`config.mk`:
```
export PLATFORM = sky130hd
export DESIGN_NAME = vcr_regs
export DESIGN_NICKNAME = d
export VERILOG_FILES = /design/src/logic/vcr_pkg.sv /design/src/logic/vcr_regs.sv
export SDC_FILE = /design/constraint.sdc
export NUM_CORES = 1
export LEC_CHECK = 0
export ABC_AREA = 1
export BUFFER_PORTS_ARGS = -buffer_cell sky130_fd_sc_hd__buf_2
export CORE_ASPECT_RATIO = 0.9
export CORE_MARGIN = 2
export CORE_UTILIZATION = 43
export CTS_BUF_LIST = sky130_fd_sc_hd__clkbuf_8
export DETAILED_ROUTE_END_ITERATION = 7
export PLACE_DENSITY = 0.66
export REMOVE_ABC_BUFFERS = 1
export SYNTH_ARGS = -nofsm -noshare
export SYNTH_HDL_FRONTEND = slang
export SYNTH_SLANG_ARGS = --single-unit
```
`constraint.sdc`:
```
create_clock -name I_CLK -period 1.6 [get_ports I_CLK]
set_clock_uncertainty 0.05 [all_clocks]
set_input_delay 0.32 -clock I_CLK [delete_from_list [all_inputs] [get_ports I_CLK]]
set_output_delay 0.32 -clock I_CLK [all_outputs]
set_load 0.02 [all_outputs]
```
`src/logic/vcr_pkg.sv`:
```
// Package holding the register map, field positions and reset values of the codec control bank.
package vcr_pkg;
   localparam logic [3:0] ADDR_ZERO   = 4'h0;
   localparam logic [3:0] ADDR_POWER  = 4'h1;
   localparam logic [3:0] ADDR_FILT   = 4'h2;
   localparam logic [3:0] ADDR_PREDIV = 4'h3;
   localparam logic [3:0] ADDR_MULT   = 4'h4;
   localparam logic [3:0] ADDR_MIX    = 4'h5;
   localparam logic [3:0] ADDR_ADC    = 4'h6;
   localparam logic [3:0] ADDR_DAC    = 4'h7;
   localparam logic [3:0] ADDR_STATUS = 4'h8;
   localparam logic [3:0] ADDR_ATTEN  = 4'h9;

   localparam logic [7:0] RST_POWER  = 8'h00;
   localparam logic [7:0] RST_FILT   = 8'h00;
   localparam logic [7:0] RST_PREDIV = 8'h00;
   localparam logic [7:0] RST_MULT   = 8'h00;
   localparam logic [7:0] RST_MIX    = 8'h47;
   localparam logic [7:0] RST_ADC    = 8'h5c;
   localparam logic [7:0] RST_DAC    = 8'h5c;
   localparam logic [7:0] RST_ATTEN  = 8'h00;

   // Writable-bit masks; reserved bits read as zero.
   localparam logic [7:0] MASK_POWER = 8'h1f;
   localparam logic [7:0] MASK_FILT  = 8'h1e;
   localparam logic [7:0] MASK_VOL   = 8'h7f;
   localparam logic [7:0] MASK_ATTEN = 8'h0f;

   localparam int BIT_SOFT_RESET  = 7;
   localparam int BIT_SPK_DRIVE   = 4;
   localparam int BIT_LINE_DRIVE  = 3;
   localparam int BIT_HSET_DRIVE  = 2;
   localparam int BIT_MIC_BIAS    = 1;
   localparam int BIT_SLEEP       = 0;
   localparam int BIT_HP_BYPASS   = 4;
   localparam int BIT_PLL_DIV10   = 3;
   localparam int BIT_ALOOP       = 2;
   localparam int BIT_MLOOP       = 1;
   localparam int BIT_LINE_MUTE   = 5;
   localparam int BIT_MIC_MUTE    = 2;
   localparam int BIT_HSET_MUTE   = 1;
   localparam int BIT_IIR         = 0;
   localparam int BIT_OUT_HI      = 1;
   localparam int BIT_OUT_LO      = 0;
   localparam int BIT_SHORT_L     = 7;
   localparam int BIT_SHORT_R     = 6;
   localparam int BIT_SHORT_LINE  = 5;
   localparam int POS_LINE_GAIN   = 6;
   localparam int POS_MIC_GAIN    = 3;
   localparam int POS_PGA_GAIN    = 2;
   localparam int POS_LINE_ATTEN  = 2;
   localparam int POS_SPK_ATTEN   = 0;
endpackage

```
`src/logic/vcr_regs.sv`:
```
// Control and status register bank of the voiceband codec.
`timescale 1ns/1ps
module vcr_regs (
   input  wire logic       I_CLK,
   input  wire logic       I_RESET_N,
   input  wire logic       I_WR_EN,
   input  wire logic       I_RD_EN,
   input  wire logic [3:0] I_ADDR,
   input  wire logic [7:0] I_WDATA,
   input  wire logic       I_SHORT_SPK_L,
   input  wire logic       I_SHORT_SPK_R,
   input  wire logic       I_SHORT_LINE,
   output logic      [7:0] O_RDATA,
   output logic            O_SPK_DRIVE_EN,
   output logic            O_LINE_DRIVE_EN,
   output logic            O_HSET_DRIVE_EN,
   output logic            O_MIC_BIAS_OFF,
   output logic            O_CHIP_SLEEP,
   output logic            O_HIGHPASS_BYPASS,
   output logic            O_PLL_DIV10,
   output logic            O_ANALOG_LOOPBACK,
   output logic            O_MOD_LOOPBACK,
   output logic      [8:0] O_PLL_PREDIV_FACTOR,
   output logic      [8:0] O_PLL_MULT_FACTOR,
   output logic            O_PLL_BYPASS,
   output logic            O_PLL_UPDATE,
   output logic      [1:0] O_LINE_IN_GAIN,
   output logic            O_LINE_IN_TO_MIX,
   output logic      [1:0] O_MIC_GAIN,
   output logic            O_MIC_TO_MIX,
   output logic            O_HSET_IN_TO_MIX,
   output logic            O_IIR_SELECT,
   output logic      [4:0] O_ADC_PGA_GAIN,
   output logic      [4:0] O_DAC_PGA_GAIN,
   output logic            O_LINE_OUT_ACTIVE,
   output logic            O_HSET_OUT_ACTIVE,
   output logic            O_SPK_LEFT_ACTIVE,
   output logic            O_SPK_RIGHT_ACTIVE,
   output logic      [1:0] O_LINE_OUT_ATTEN,
   output logic      [1:0] O_SPEAKER_ATTEN
);

   ////////////////////////////////////////////////////////////////////////////////
   // State of the bank.

   typedef struct packed {
      logic [7:0] power;
      logic [7:0] filt;
      logic [7:0] prediv;
      logic [7:0] mult;
      logic [7:0] mix;
      logic [7:0] adc;
      logic [7:0] dac;
      logic [7:0] atten;
      logic [2:0] sync1;
      logic [2:0] sync2;
      logic [7:0] rdata;
      logic       prediv_seen;
      logic       pll_update;
   } vcr_state_s;

   vcr_state_s st_q;
   vcr_state_s st_d;

   // Returns true when the access hits the given register address.
   function automatic logic vcr_hit(input logic [3:0] addr, input logic [3:0] reg_addr);
      vcr_hit = (addr == reg_addr);
   endfunction

   ////////////////////////////////////////////////////////////////////////////////
   // Next-state logic.

   // Writes, self-clearing soft reset, short-flag synchronisers and read data.
   always_comb begin
      logic [7:0] status;
      status = 8'h00;
      st_d = st_q;
      st_d.pll_update = 1'b0;
      // Short flags come from analog comparators outside this clock domain.
      st_d.sync1 = {I_SHORT_SPK_L, I_SHORT_SPK_R, I_SHORT_LINE};
      st_d.sync2 = st_q.sync1;
      status[vcr_pkg::BIT_SHORT_L]    = st_q.sync2[2];
      status[vcr_pkg::BIT_SHORT_R]    = st_q.sync2[1];
      status[vcr_pkg::BIT_SHORT_LINE] = st_q.sync2[0];
      if (I_WR_EN) begin
         // Reserved bits are masked on write so they always read zero.
         if (vcr_hit(I_ADDR, vcr_pkg::ADDR_POWER)) begin
            if (I_WDATA[vcr_pkg::BIT_SOFT_RESET]) begin
               // The reset bit is never stored, so it is clear again at once.
               st_d.power  = vcr_pkg::RST_POWER;
               st_d.filt   = vcr_pkg::RST_FILT;
               st_d.prediv = vcr_pkg::RST_PREDIV;
               st_d.mult   = vcr_pkg::RST_MULT;
               st_d.mix    = vcr_pkg::RST_MIX;
               st_d.adc    = vcr_pkg::RST_ADC;
               st_d.dac    = vcr_pkg::RST_DAC;
               st_d.atten  = vcr_pkg::RST_ATTEN;
               st_d.prediv_seen = 1'b0;
            end else begin
               st_d.power = I_WDATA & vcr_pkg::MASK_POWER;
            end
         end
         if (vcr_hit(I_ADDR, vcr_pkg::ADDR_FILT)) begin
            st_d.filt = I_WDATA & vcr_pkg::MASK_FILT;
         end
         if (vcr_hit(I_ADDR, vcr_pkg::ADDR_PREDIV)) begin
            st_d.prediv = I_WDATA;
         end
         if (vcr_hit(I_ADDR, vcr_pkg::ADDR_MULT)) begin
            st_d.mult = I_WDATA;
         end
         if (vcr_hit(I_ADDR, vcr_pkg::ADDR_MIX)) begin
            st_d.mix = I_WDATA;
         end
         if (vcr_hit(I_ADDR, vcr_pkg::ADDR_ADC)) begin
            st_d.adc = I_WDATA & vcr_pkg::MASK_VOL;
         end
         if (vcr_hit(I_ADDR, vcr_pkg::ADDR_DAC)) begin
            st_d.dac = I_WDATA & vcr_pkg::MASK_VOL;
         end
         if (vcr_hit(I_ADDR, vcr_pkg::ADDR_ATTEN)) begin
            st_d.atten = I_WDATA & vcr_pkg::MASK_ATTEN;
         end
         // The PLL takes new factors when the multiplier write follows the
         // predivider write directly; any other write breaks the pair.
         st_d.prediv_seen = vcr_hit(I_ADDR, vcr_pkg::ADDR_PREDIV);
         st_d.pll_update  = vcr_hit(I_ADDR, vcr_pkg::ADDR_MULT) && st_q.prediv_seen;
      end
      // Read data; address zero and unlisted addresses return zero.
      if (I_RD_EN) begin
         case (I_ADDR)
            vcr_pkg::ADDR_ZERO:   st_d.rdata = 8'h00;
            vcr_pkg::ADDR_POWER:  st_d.rdata = st_q.power;
            vcr_pkg::ADDR_FILT:   st_d.rdata = st_q.filt;
            vcr_pkg::ADDR_PREDIV: st_d.rdata = st_q.prediv;
            vcr_pkg::ADDR_MULT:   st_d.rdata = st_q.mult;
            vcr_pkg::ADDR_MIX:    st_d.rdata = st_q.mix;
            vcr_pkg::ADDR_ADC:    st_d.rdata = st_q.adc;
            vcr_pkg::ADDR_DAC:    st_d.rdata = st_q.dac;
            vcr_pkg::ADDR_STATUS: st_d.rdata = status;
            vcr_pkg::ADDR_ATTEN:  st_d.rdata = st_q.atten;
            default:              st_d.rdata = 8'h00;
         endcase
      end
   end

   ////////////////////////////////////////////////////////////////////////////////
   // State register.

   // Asynchronous reset loads the documented reset values.
   always_ff @(posedge I_CLK or negedge I_RESET_N) begin
      if (!I_RESET_N) begin
         st_q.power       <= vcr_pkg::RST_POWER;
         st_q.filt        <= vcr_pkg::RST_FILT;
         st_q.prediv      <= vcr_pkg::RST_PREDIV;
         st_q.mult        <= vcr_pkg::RST_MULT;
         st_q.mix         <= vcr_pkg::RST_MIX;
         st_q.adc         <= vcr_pkg::RST_ADC;
         st_q.dac         <= vcr_pkg::RST_DAC;
         st_q.atten       <= vcr_pkg::RST_ATTEN;
         st_q.sync1       <= 3'h0;
         st_q.sync2       <= 3'h0;
         st_q.rdata       <= 8'h00;
         st_q.prediv_seen <= 1'b0;
         st_q.pll_update  <= 1'b0;
      end else begin
         st_q <= st_d;
      end
   end

   ////////////////////////////////////////////////////////////////////////////////
   // Control outputs, all decoded from register bits.

   // Power and mode controls.
   assign O_RDATA           = st_q.rdata;
   assign O_SPK_DRIVE_EN    = st_q.power[vcr_pkg::BIT_SPK_DRIVE];
   assign O_LINE_DRIVE_EN   = st_q.power[vcr_pkg::BIT_LINE_DRIVE];
   assign O_HSET_DRIVE_EN   = st_q.power[vcr_pkg::BIT_HSET_DRIVE];
   assign O_MIC_BIAS_OFF    = st_q.power[vcr_pkg::BIT_MIC_BIAS];
   assign O_CHIP_SLEEP      = st_q.power[vcr_pkg::BIT_SLEEP];
   assign O_HIGHPASS_BYPASS = st_q.filt[vcr_pkg::BIT_HP_BYPASS];
   assign O_PLL_DIV10       = st_q.filt[vcr_pkg::BIT_PLL_DIV10];
   assign O_ANALOG_LOOPBACK = st_q.filt[vcr_pkg::BIT_ALOOP];
   assign O_MOD_LOOPBACK    = st_q.filt[vcr_pkg::BIT_MLOOP];

   // PLL factors are the stored values plus one; both zero bypasses the PLL.
   assign O_PLL_PREDIV_FACTOR = {1'b0, st_q.prediv} + 9'h001;
   assign O_PLL_MULT_FACTOR   = {1'b0, st_q.mult} + 9'h001;
   assign O_PLL_BYPASS        = (st_q.prediv == 8'h00) && (st_q.mult == 8'h00);
   assign O_PLL_UPDATE        = st_q.pll_update;

   // Mixer routing and gains; the reserved line gain code is passed through as is.
   assign O_LINE_IN_GAIN   = st_q.mix[vcr_pkg::POS_LINE_GAIN +: 2];
   assign O_LINE_IN_TO_MIX = ~st_q.mix[vcr_pkg::BIT_LINE_MUTE];
   assign O_MIC_GAIN       = st_q.mix[vcr_pkg::POS_MIC_GAIN +: 2];
   assign O_MIC_TO_MIX     = ~st_q.mix[vcr_pkg::BIT_MIC_MUTE];
   assign O_HSET_IN_TO_MIX = ~st_q.mix[vcr_pkg::BIT_HSET_MUTE];
   assign O_IIR_SELECT     = st_q.mix[vcr_pkg::BIT_IIR];

   // Converter gains and output enables.
   assign O_ADC_PGA_GAIN     = st_q.adc[vcr_pkg::POS_PGA_GAIN +: 5];
   assign O_DAC_PGA_GAIN     = st_q.dac[vcr_pkg::POS_PGA_GAIN +: 5];
   assign O_LINE_OUT_ACTIVE  = st_q.adc[vcr_pkg::BIT_OUT_HI];
   assign O_HSET_OUT_ACTIVE  = st_q.adc[vcr_pkg::BIT_OUT_LO];
   assign O_SPK_LEFT_ACTIVE  = st_q.dac[vcr_pkg::BIT_OUT_HI];
   assign O_SPK_RIGHT_ACTIVE = st_q.dac[vcr_pkg::BIT_OUT_LO];

   // Analog attenuation codes.
   assign O_LINE_OUT_ATTEN = st_q.atten[vcr_pkg::POS_LINE_ATTEN +: 2];
   assign O_SPEAKER_ATTEN  = st_q.atten[vcr_pkg::POS_SPK_ATTEN +: 2];

endmodule

```
# Word level (Yosys, flattened, before mapping)
# Index checks and enable logic that the tools add are counted.
# Widths: inputs -> output; s select.
# totals
register_bits,77
wordCells,65
input_bits,19
# op_classes
n_addsub,2
n_reduce_logical,26
n_eq_ne,9
bitwise,3
muxes,12
# op_table
op,n
$mux 56,2
$pmux 8 s9,1
$mux 8,7
$reduce_bool 2->1,14
$reduce_and 3->1,7
$add 8x1->9 const B,2
$eq 4x3->1 const B,4
$logic_not 8->1,2
$eq 4x2->1 const B,2
$eq 4x4->1 const B,2
$mux 5,1
$eq 4x1->1 const B,1
$not 1->1,3
$logic_and 1x1->1,2
$reduce_and 2->1,1
$mux 1,1

# Depth between registers and ports, before layout
# depth
ltp_word,3
mapped_depth,9

# Worst setup path before layout
# Ideal clock, no wire load.
# synth_path
kind,flip-flop to output port
startpoint,reg st_q[48] in the netlist's numbering
endpoint,out O_PLL_BYPASS
path_slack_ns,-0.325
arrival_time_ns,1.555
path_stages_with_launch,5
required_ns,1.230
path_cell_list,dfrtp_1 -> inv_1 -> ha_1 -> nand4_1 -> nor4_1
# synth_between
elab_chain_cells,2
# synth_lines
item,line_no,text
"start, declared",vcr_regs.sv:62,vcr_state_s st_q;
"start signal, assigned",vcr_regs.sv:167,st_q <= st_d;
$logic_not 8->1,vcr_regs.sv:189,assign O_PLL_BYPASS = (st_q.prediv == 8'h00) && (st_q.mult == 8'h00);
$logic_and 1x1->1,vcr_regs.sv:189,
"end, declared",vcr_regs.sv:25,"output logic O_PLL_BYPASS,"
# No other way between the ends.

# Worst setup path in the final report
# layout_path
startpoint,reg st_q[57] in the netlist's numbering
endpoint,out O_PLL_BYPASS
# Same word-level chain as after synthesis.

==> results_tabular.tex <==
\begin{tabular}{lr}
\hline
Metric & Value \\
\hline
\multicolumn{2}{l}{\textbf{Synthesis}} \\
Proportion of register bits with asynchronous set or reset after synthesis & 1.00 \\
Count of cell types in the netlist & 24 \\
Synthesis Warnings & 0 \\
Most used flip-flop cell after synthesis & sky130\_fd\_sc\_hd\_\_dfrtp\_1 \\
Number of enable flip-flop cells after synthesis & 0 \\
Largest cells by area after synthesis & sky130\_fd\_sc\_hd\_\_dfrtp\_1 (39\%), sky130\_fd\_sc\_hd\_\_dfstp\_2 (9.0\%), sky130\_fd\_sc\_hd\_\_nand3\_1 (8.6\%) \\
Most instantiated cells after synthesis & sky130\_fd\_sc\_hd\_\_nand2\_1 (76), sky130\_fd\_sc\_hd\_\_nand3\_1 (60), sky130\_fd\_sc\_hd\_\_nor2\_1 (57), sky130\_fd\_sc\_hd\_\_dfrtp\_1 (55), sky130\_fd\_sc\_hd\_\_inv\_1 (35) \\
Post-synthesis register bit count & 67 \\
Post-synthesis sequential area ratio & 0.483 \\
Cell Area, Synth & approximately 3500 µm² \\
Portion of synthesized cell area occupied by the leading cell type & 0.393 \\
Number of instances in the synthesized netlist & approximately 430 \\
Dominant cell by count in the synthesized netlist & sky130\_fd\_sc\_hd\_\_nand2\_1 \\
Post-Syn Area per Cell & a little over 8 µm² \\
Library cell with the largest summed area after synthesis & sky130\_fd\_sc\_hd\_\_dfrtp\_1 \\
\multicolumn{2}{l}{\textbf{Pwr}} \\
Total leakage power & 2.33 nW \\
Sequential group share of total power & 0.405 \\
Share of power burned in the clock network & 0.240 \\
Switching pwr & between 2 and 2.5 mW \\
Internal Power & $\sim$3.7 mW \\
Areal power density over the cells & between 1000 and 1500 nW/µm² \\
Switching portion of total power & 0.370 \\
Highest ir drop seen on vdd & 0.755 mV \\
Power share of the combinational group & 0.355 \\
\multicolumn{2}{l}{\textbf{Routing}} \\
Via count & 3375 \\
Wire length reported by the detailed router & $\sim$11000 µm \\
Wirelength per Cell & 16.9 µm \\
Number of vias per cell & roughly 5.3 \\
DRT antenna net count & 0 \\
Detailed-router iteration count before antenna repair & 5 \\
Iteration-0 DRC Markers & 213 \\
Detailed-route DRC error count & 0 \\
\multicolumn{2}{l}{\textbf{STA}} \\
Pin slew with the least headroom to its limit & approximately 0.55 ns \\
Portion of the clock cycle consumed by the worst path in the final layout & 1.27 \\
Sum of negative setup slack & -3.86 ns \\
Setup violation total in the final timing report & 17 \\
Clock period minus worst slack & $\sim$2 ns \\
Endpoints failing hold & 0 \\
Setup repair after global routing missed its margin & true \\
Crit path setup slack, layout & -0.424 ns \\
Maximum operating frequency & 0.494 GHz \\
Count of pins over their slew limit & 0 \\
Rel. slew slack & 0.630 \\
\multicolumn{2}{l}{\textbf{Final layout}} \\
Fin area & 4530 µm² \\
Synth-to-Final Area Change & 29.4\% \\
Count of antenna diodes in the layout & 0 \\
\# fillers & 733 \\
Area taken by flip-flops and latches & between 1500 and 2000 µm² \\
Nets & roughly 550 \\
Fraction of layout instances using a drive strength above 1 & 0.365 \\
Multi-input logic area & 1520 µm² \\
\multicolumn{2}{l}{\textbf{Floorplanning}} \\
Vertical die dimension & $\sim$90 µm \\
Number of rows in the core area & 31 \\
Area of the core & 7990 µm² \\
Initial Util & 0.439 \\
Number of top-level design ports & between 80 and 90 \\
DIE WIDTH & 99.2 µm \\
Die area & $\sim$9000 µm² \\
\multicolumn{2}{l}{\textbf{Global routing}} \\
Largest net degree at the start of global routing & 45 \\
Remaining Overflow, GRT & 0 \\
GR Layer Usage met1 & 0.339 \\
Layer carrying the most global-route usage & met2 \\
Number of antenna violations at the first check in global routing & 0 \\
Global routing met2 resource utilization & 0.382 \\
Number of global-route vias before repair & 3199 \\
Total routing usage reported by global routing & 0.246 \\
Global-route wire length before repair & around 16000 µm \\
Global Route met3 Usage & 0.0619 \\
\multicolumn{2}{l}{\textbf{Worst setup path}} \\
Worst stage delay on the critical path & between 0.4 and 0.5 ns \\
Data required time at the worst endpoint & around 1.2 ns \\
Worst-path maximum fanout & 4 \\
Origin of the critical flop-to-flop path & st\_q[57] \\
Destination of the critical timing path & O\_PLL\_BYPASS \\
CP Cell Sequence & inv\_2 -> ha\_4 -> nand4\_1 -> nor4\_2 -> buf\_4 \\
Sort of element at the start of the critical path & flop \\
Worst Setup Path Type & flop to output port \\
Worst setup EP type & output port \\
Worst reg-to-reg path cell count & 8 \\
Crit-path slowest cell & sky130\_fd\_sc\_hd\_\_dfrtp\_2 \\
Critical path origin & st\_q[57] \\
Signal arrival time at the worst endpoint & between 1.5 and 2 ns \\
Flop2flop setup slack & roughly 0.26 ns \\
Worst reg2reg endpoint & O\_RDATA[1] \\
\multicolumn{2}{l}{\textbf{CTS}} \\
CTS tree & done \\
Clock Path Buffers & 2 \\
TritonCTS buffer count & 9 \\
Clock root cell & sky130\_fd\_sc\_hd\_\_clkbuf\_8 \\
\# H-tree levels & 3 \\
Number of sinks on the clock net & between 60 and 70 \\
Clock latency on the worst-skew pair & between 0.3 and 0.4 ns \\
Clock input transition at the sequential cells of the worst setup and hold paths & about 0.070 ns \\
\multicolumn{2}{l}{\textbf{Hold path}} \\
Worst min-delay path class & input port to flop \\
\multicolumn{2}{l}{\textbf{Placement}} \\
Minimum setup slack after placement & -0.00823 ns \\
Dpl cell area & between 4000 and 5000 µm² \\
Weighted congestion reported at the end of routability-driven placement & approximately 0.94 \\
HPWL Detailed & approximately 7600 µm \\
Number of I/O port buffers & 81 \\
\multicolumn{2}{l}{\textbf{Job}} \\
\# Max-Cap Violations & 0 \\
\multicolumn{2}{l}{\textbf{Run status}} \\
Result of the run & complete, but fails checks \\
Failing checks & negative setup slack \\
\hline
\end{tabular}
-- metal layers --
layer	wire length (µm)	vias to the layer above
li1	-	1579
met1	4750	1616
met2	4900	154
met3	826	26
met4	211	0
met5	0	-
-- sequential cells by signal, summed over array words and instances (netlist names), 2 cells and up --
signal	flops
O_LINE_OUT_ATTEN	2
O_DAC_PGA_GAIN	5
O_RDATA	8
O_MIC_GAIN	2
O_SPEAKER_ATTEN	2
O_LINE_IN_GAIN	2
O_ADC_PGA_GAIN	5
st_d	3
st_q	23
-- cells by family (layout without fill, tap and decap cells) --
logic type      after synthesis  in the layout  share of synthesized area
fa+ha+maj                     4              4                     0.0143
flops                        67             67                      0.483
compound gates               52             52                     0.0843
xor+xnor                     12             12                     0.0300
buf+inv                      79            184                      0.115
simple gates                215            215                      0.273
-- layout make-up --
class / instances / area share
multi-input combinational: 283 / 0.335
clock buffer: 10 / 0.0304
timing repair buffer: 126 / 0.185
tap: 99 / 0.0273
inverter: 42 / 0.0353
clock inverter: 6 / 0.0124
sequential: 67 / 0.374
-- worst min path at each step --
stage | start | endpoint | depth (start not counted)
finish | I_SHORT_SPK_R | st_d[11] | 1
global route | I_SHORT_SPK_R | st_d[11] | 1
CTS | I_SHORT_SPK_R | st_d[11] | 1
detailed placement | I_RESET_N | O_HIGHPASS_BYPASS | 2
global placement | I_RESET_N | O_ANALOG_LOOPBACK | 2
floorplan | I_RESET_N | O_ADC_PGA_GAIN[3] | 0
-- what timing repair did --
item,CTS,global route
resized for setup,29,30
hold buffers,1,0
hold endpoints to repair,55,0
pin swaps,8,12
setup endpoints to repair,17,18
setup buffers,7,9
-- placed cells by master (no fill, tap or decap), types with 2 or more instances in the layout --
master	n
sky130_fd_sc_hd__xor2_2	2
sky130_fd_sc_hd__o22ai_1	18
sky130_fd_sc_hd__a21oi_1	3
sky130_fd_sc_hd__buf_2	64
sky130_fd_sc_hd__nand4_1	4
sky130_fd_sc_hd__dfstp_2	12
sky130_fd_sc_hd__dfrtp_2	5
sky130_fd_sc_hd__nand3_1	56
sky130_fd_sc_hd__nand2_1	76
sky130_fd_sc_hd__nor3_1	3
sky130_fd_sc_hd__inv_2	11
sky130_fd_sc_hd__xor2_1	10
sky130_fd_sc_hd__dfrtp_1	50
sky130_fd_sc_hd__nand3_2	6
sky130_fd_sc_hd__clkinv_2	3
sky130_fd_sc_hd__nor2_2	2
sky130_fd_sc_hd__o21a_1	5
sky130_fd_sc_hd__o21ai_0	21
sky130_fd_sc_hd__ha_4	4
sky130_fd_sc_hd__buf_4	50
sky130_fd_sc_hd__inv_1	31
sky130_fd_sc_hd__nor2_1	56
sky130_fd_sc_hd__nand2_2	5
sky130_fd_sc_hd__nor2_4	4
sky130_fd_sc_hd__clkbuf_8	10
sky130_fd_sc_hd__o21ai_1	5
sky130_fd_sc_hd__buf_6	10
-- critical path, delay by kind of cell, from the launching register on --
kind          cells  cell delay [ns]
fa+ha+maj         1             0.13
buf+inv           2             0.30
flops             1             0.45
simple gates      2             0.42
-- stage by stage --
stage	std cells	hold slack, ns	utilization	power (mW)
after floorplan	392	-0.0256	-	3.29
after global placement	603	0.279	0.505	4.02
after detailed placement	603	0.282	0.505	4.06
after CTS	626	0.0180	0.547	5.66
after global routing	633	0.00320	0.567	6.16
final	633	0.0228	0.567	5.84
-- power by group through the flow --
| stage | clock network (mW) | logic [mW] | registers (mW) |
|---|---|---|---|
| global route | 1.52 | 2.24 | 2.40 |
| global placement | 0 | 1.68 | 2.34 |
| CTS | 1.43 | 1.90 | 2.33 |
| floorplan | 0 | 0.742 | 2.55 |
| detailed placement | 0 | 1.71 | 2.36 |
| finish | 1.40 | 2.07 | 2.37 |
No activity file was read; power rests on OpenSTA's default activity.
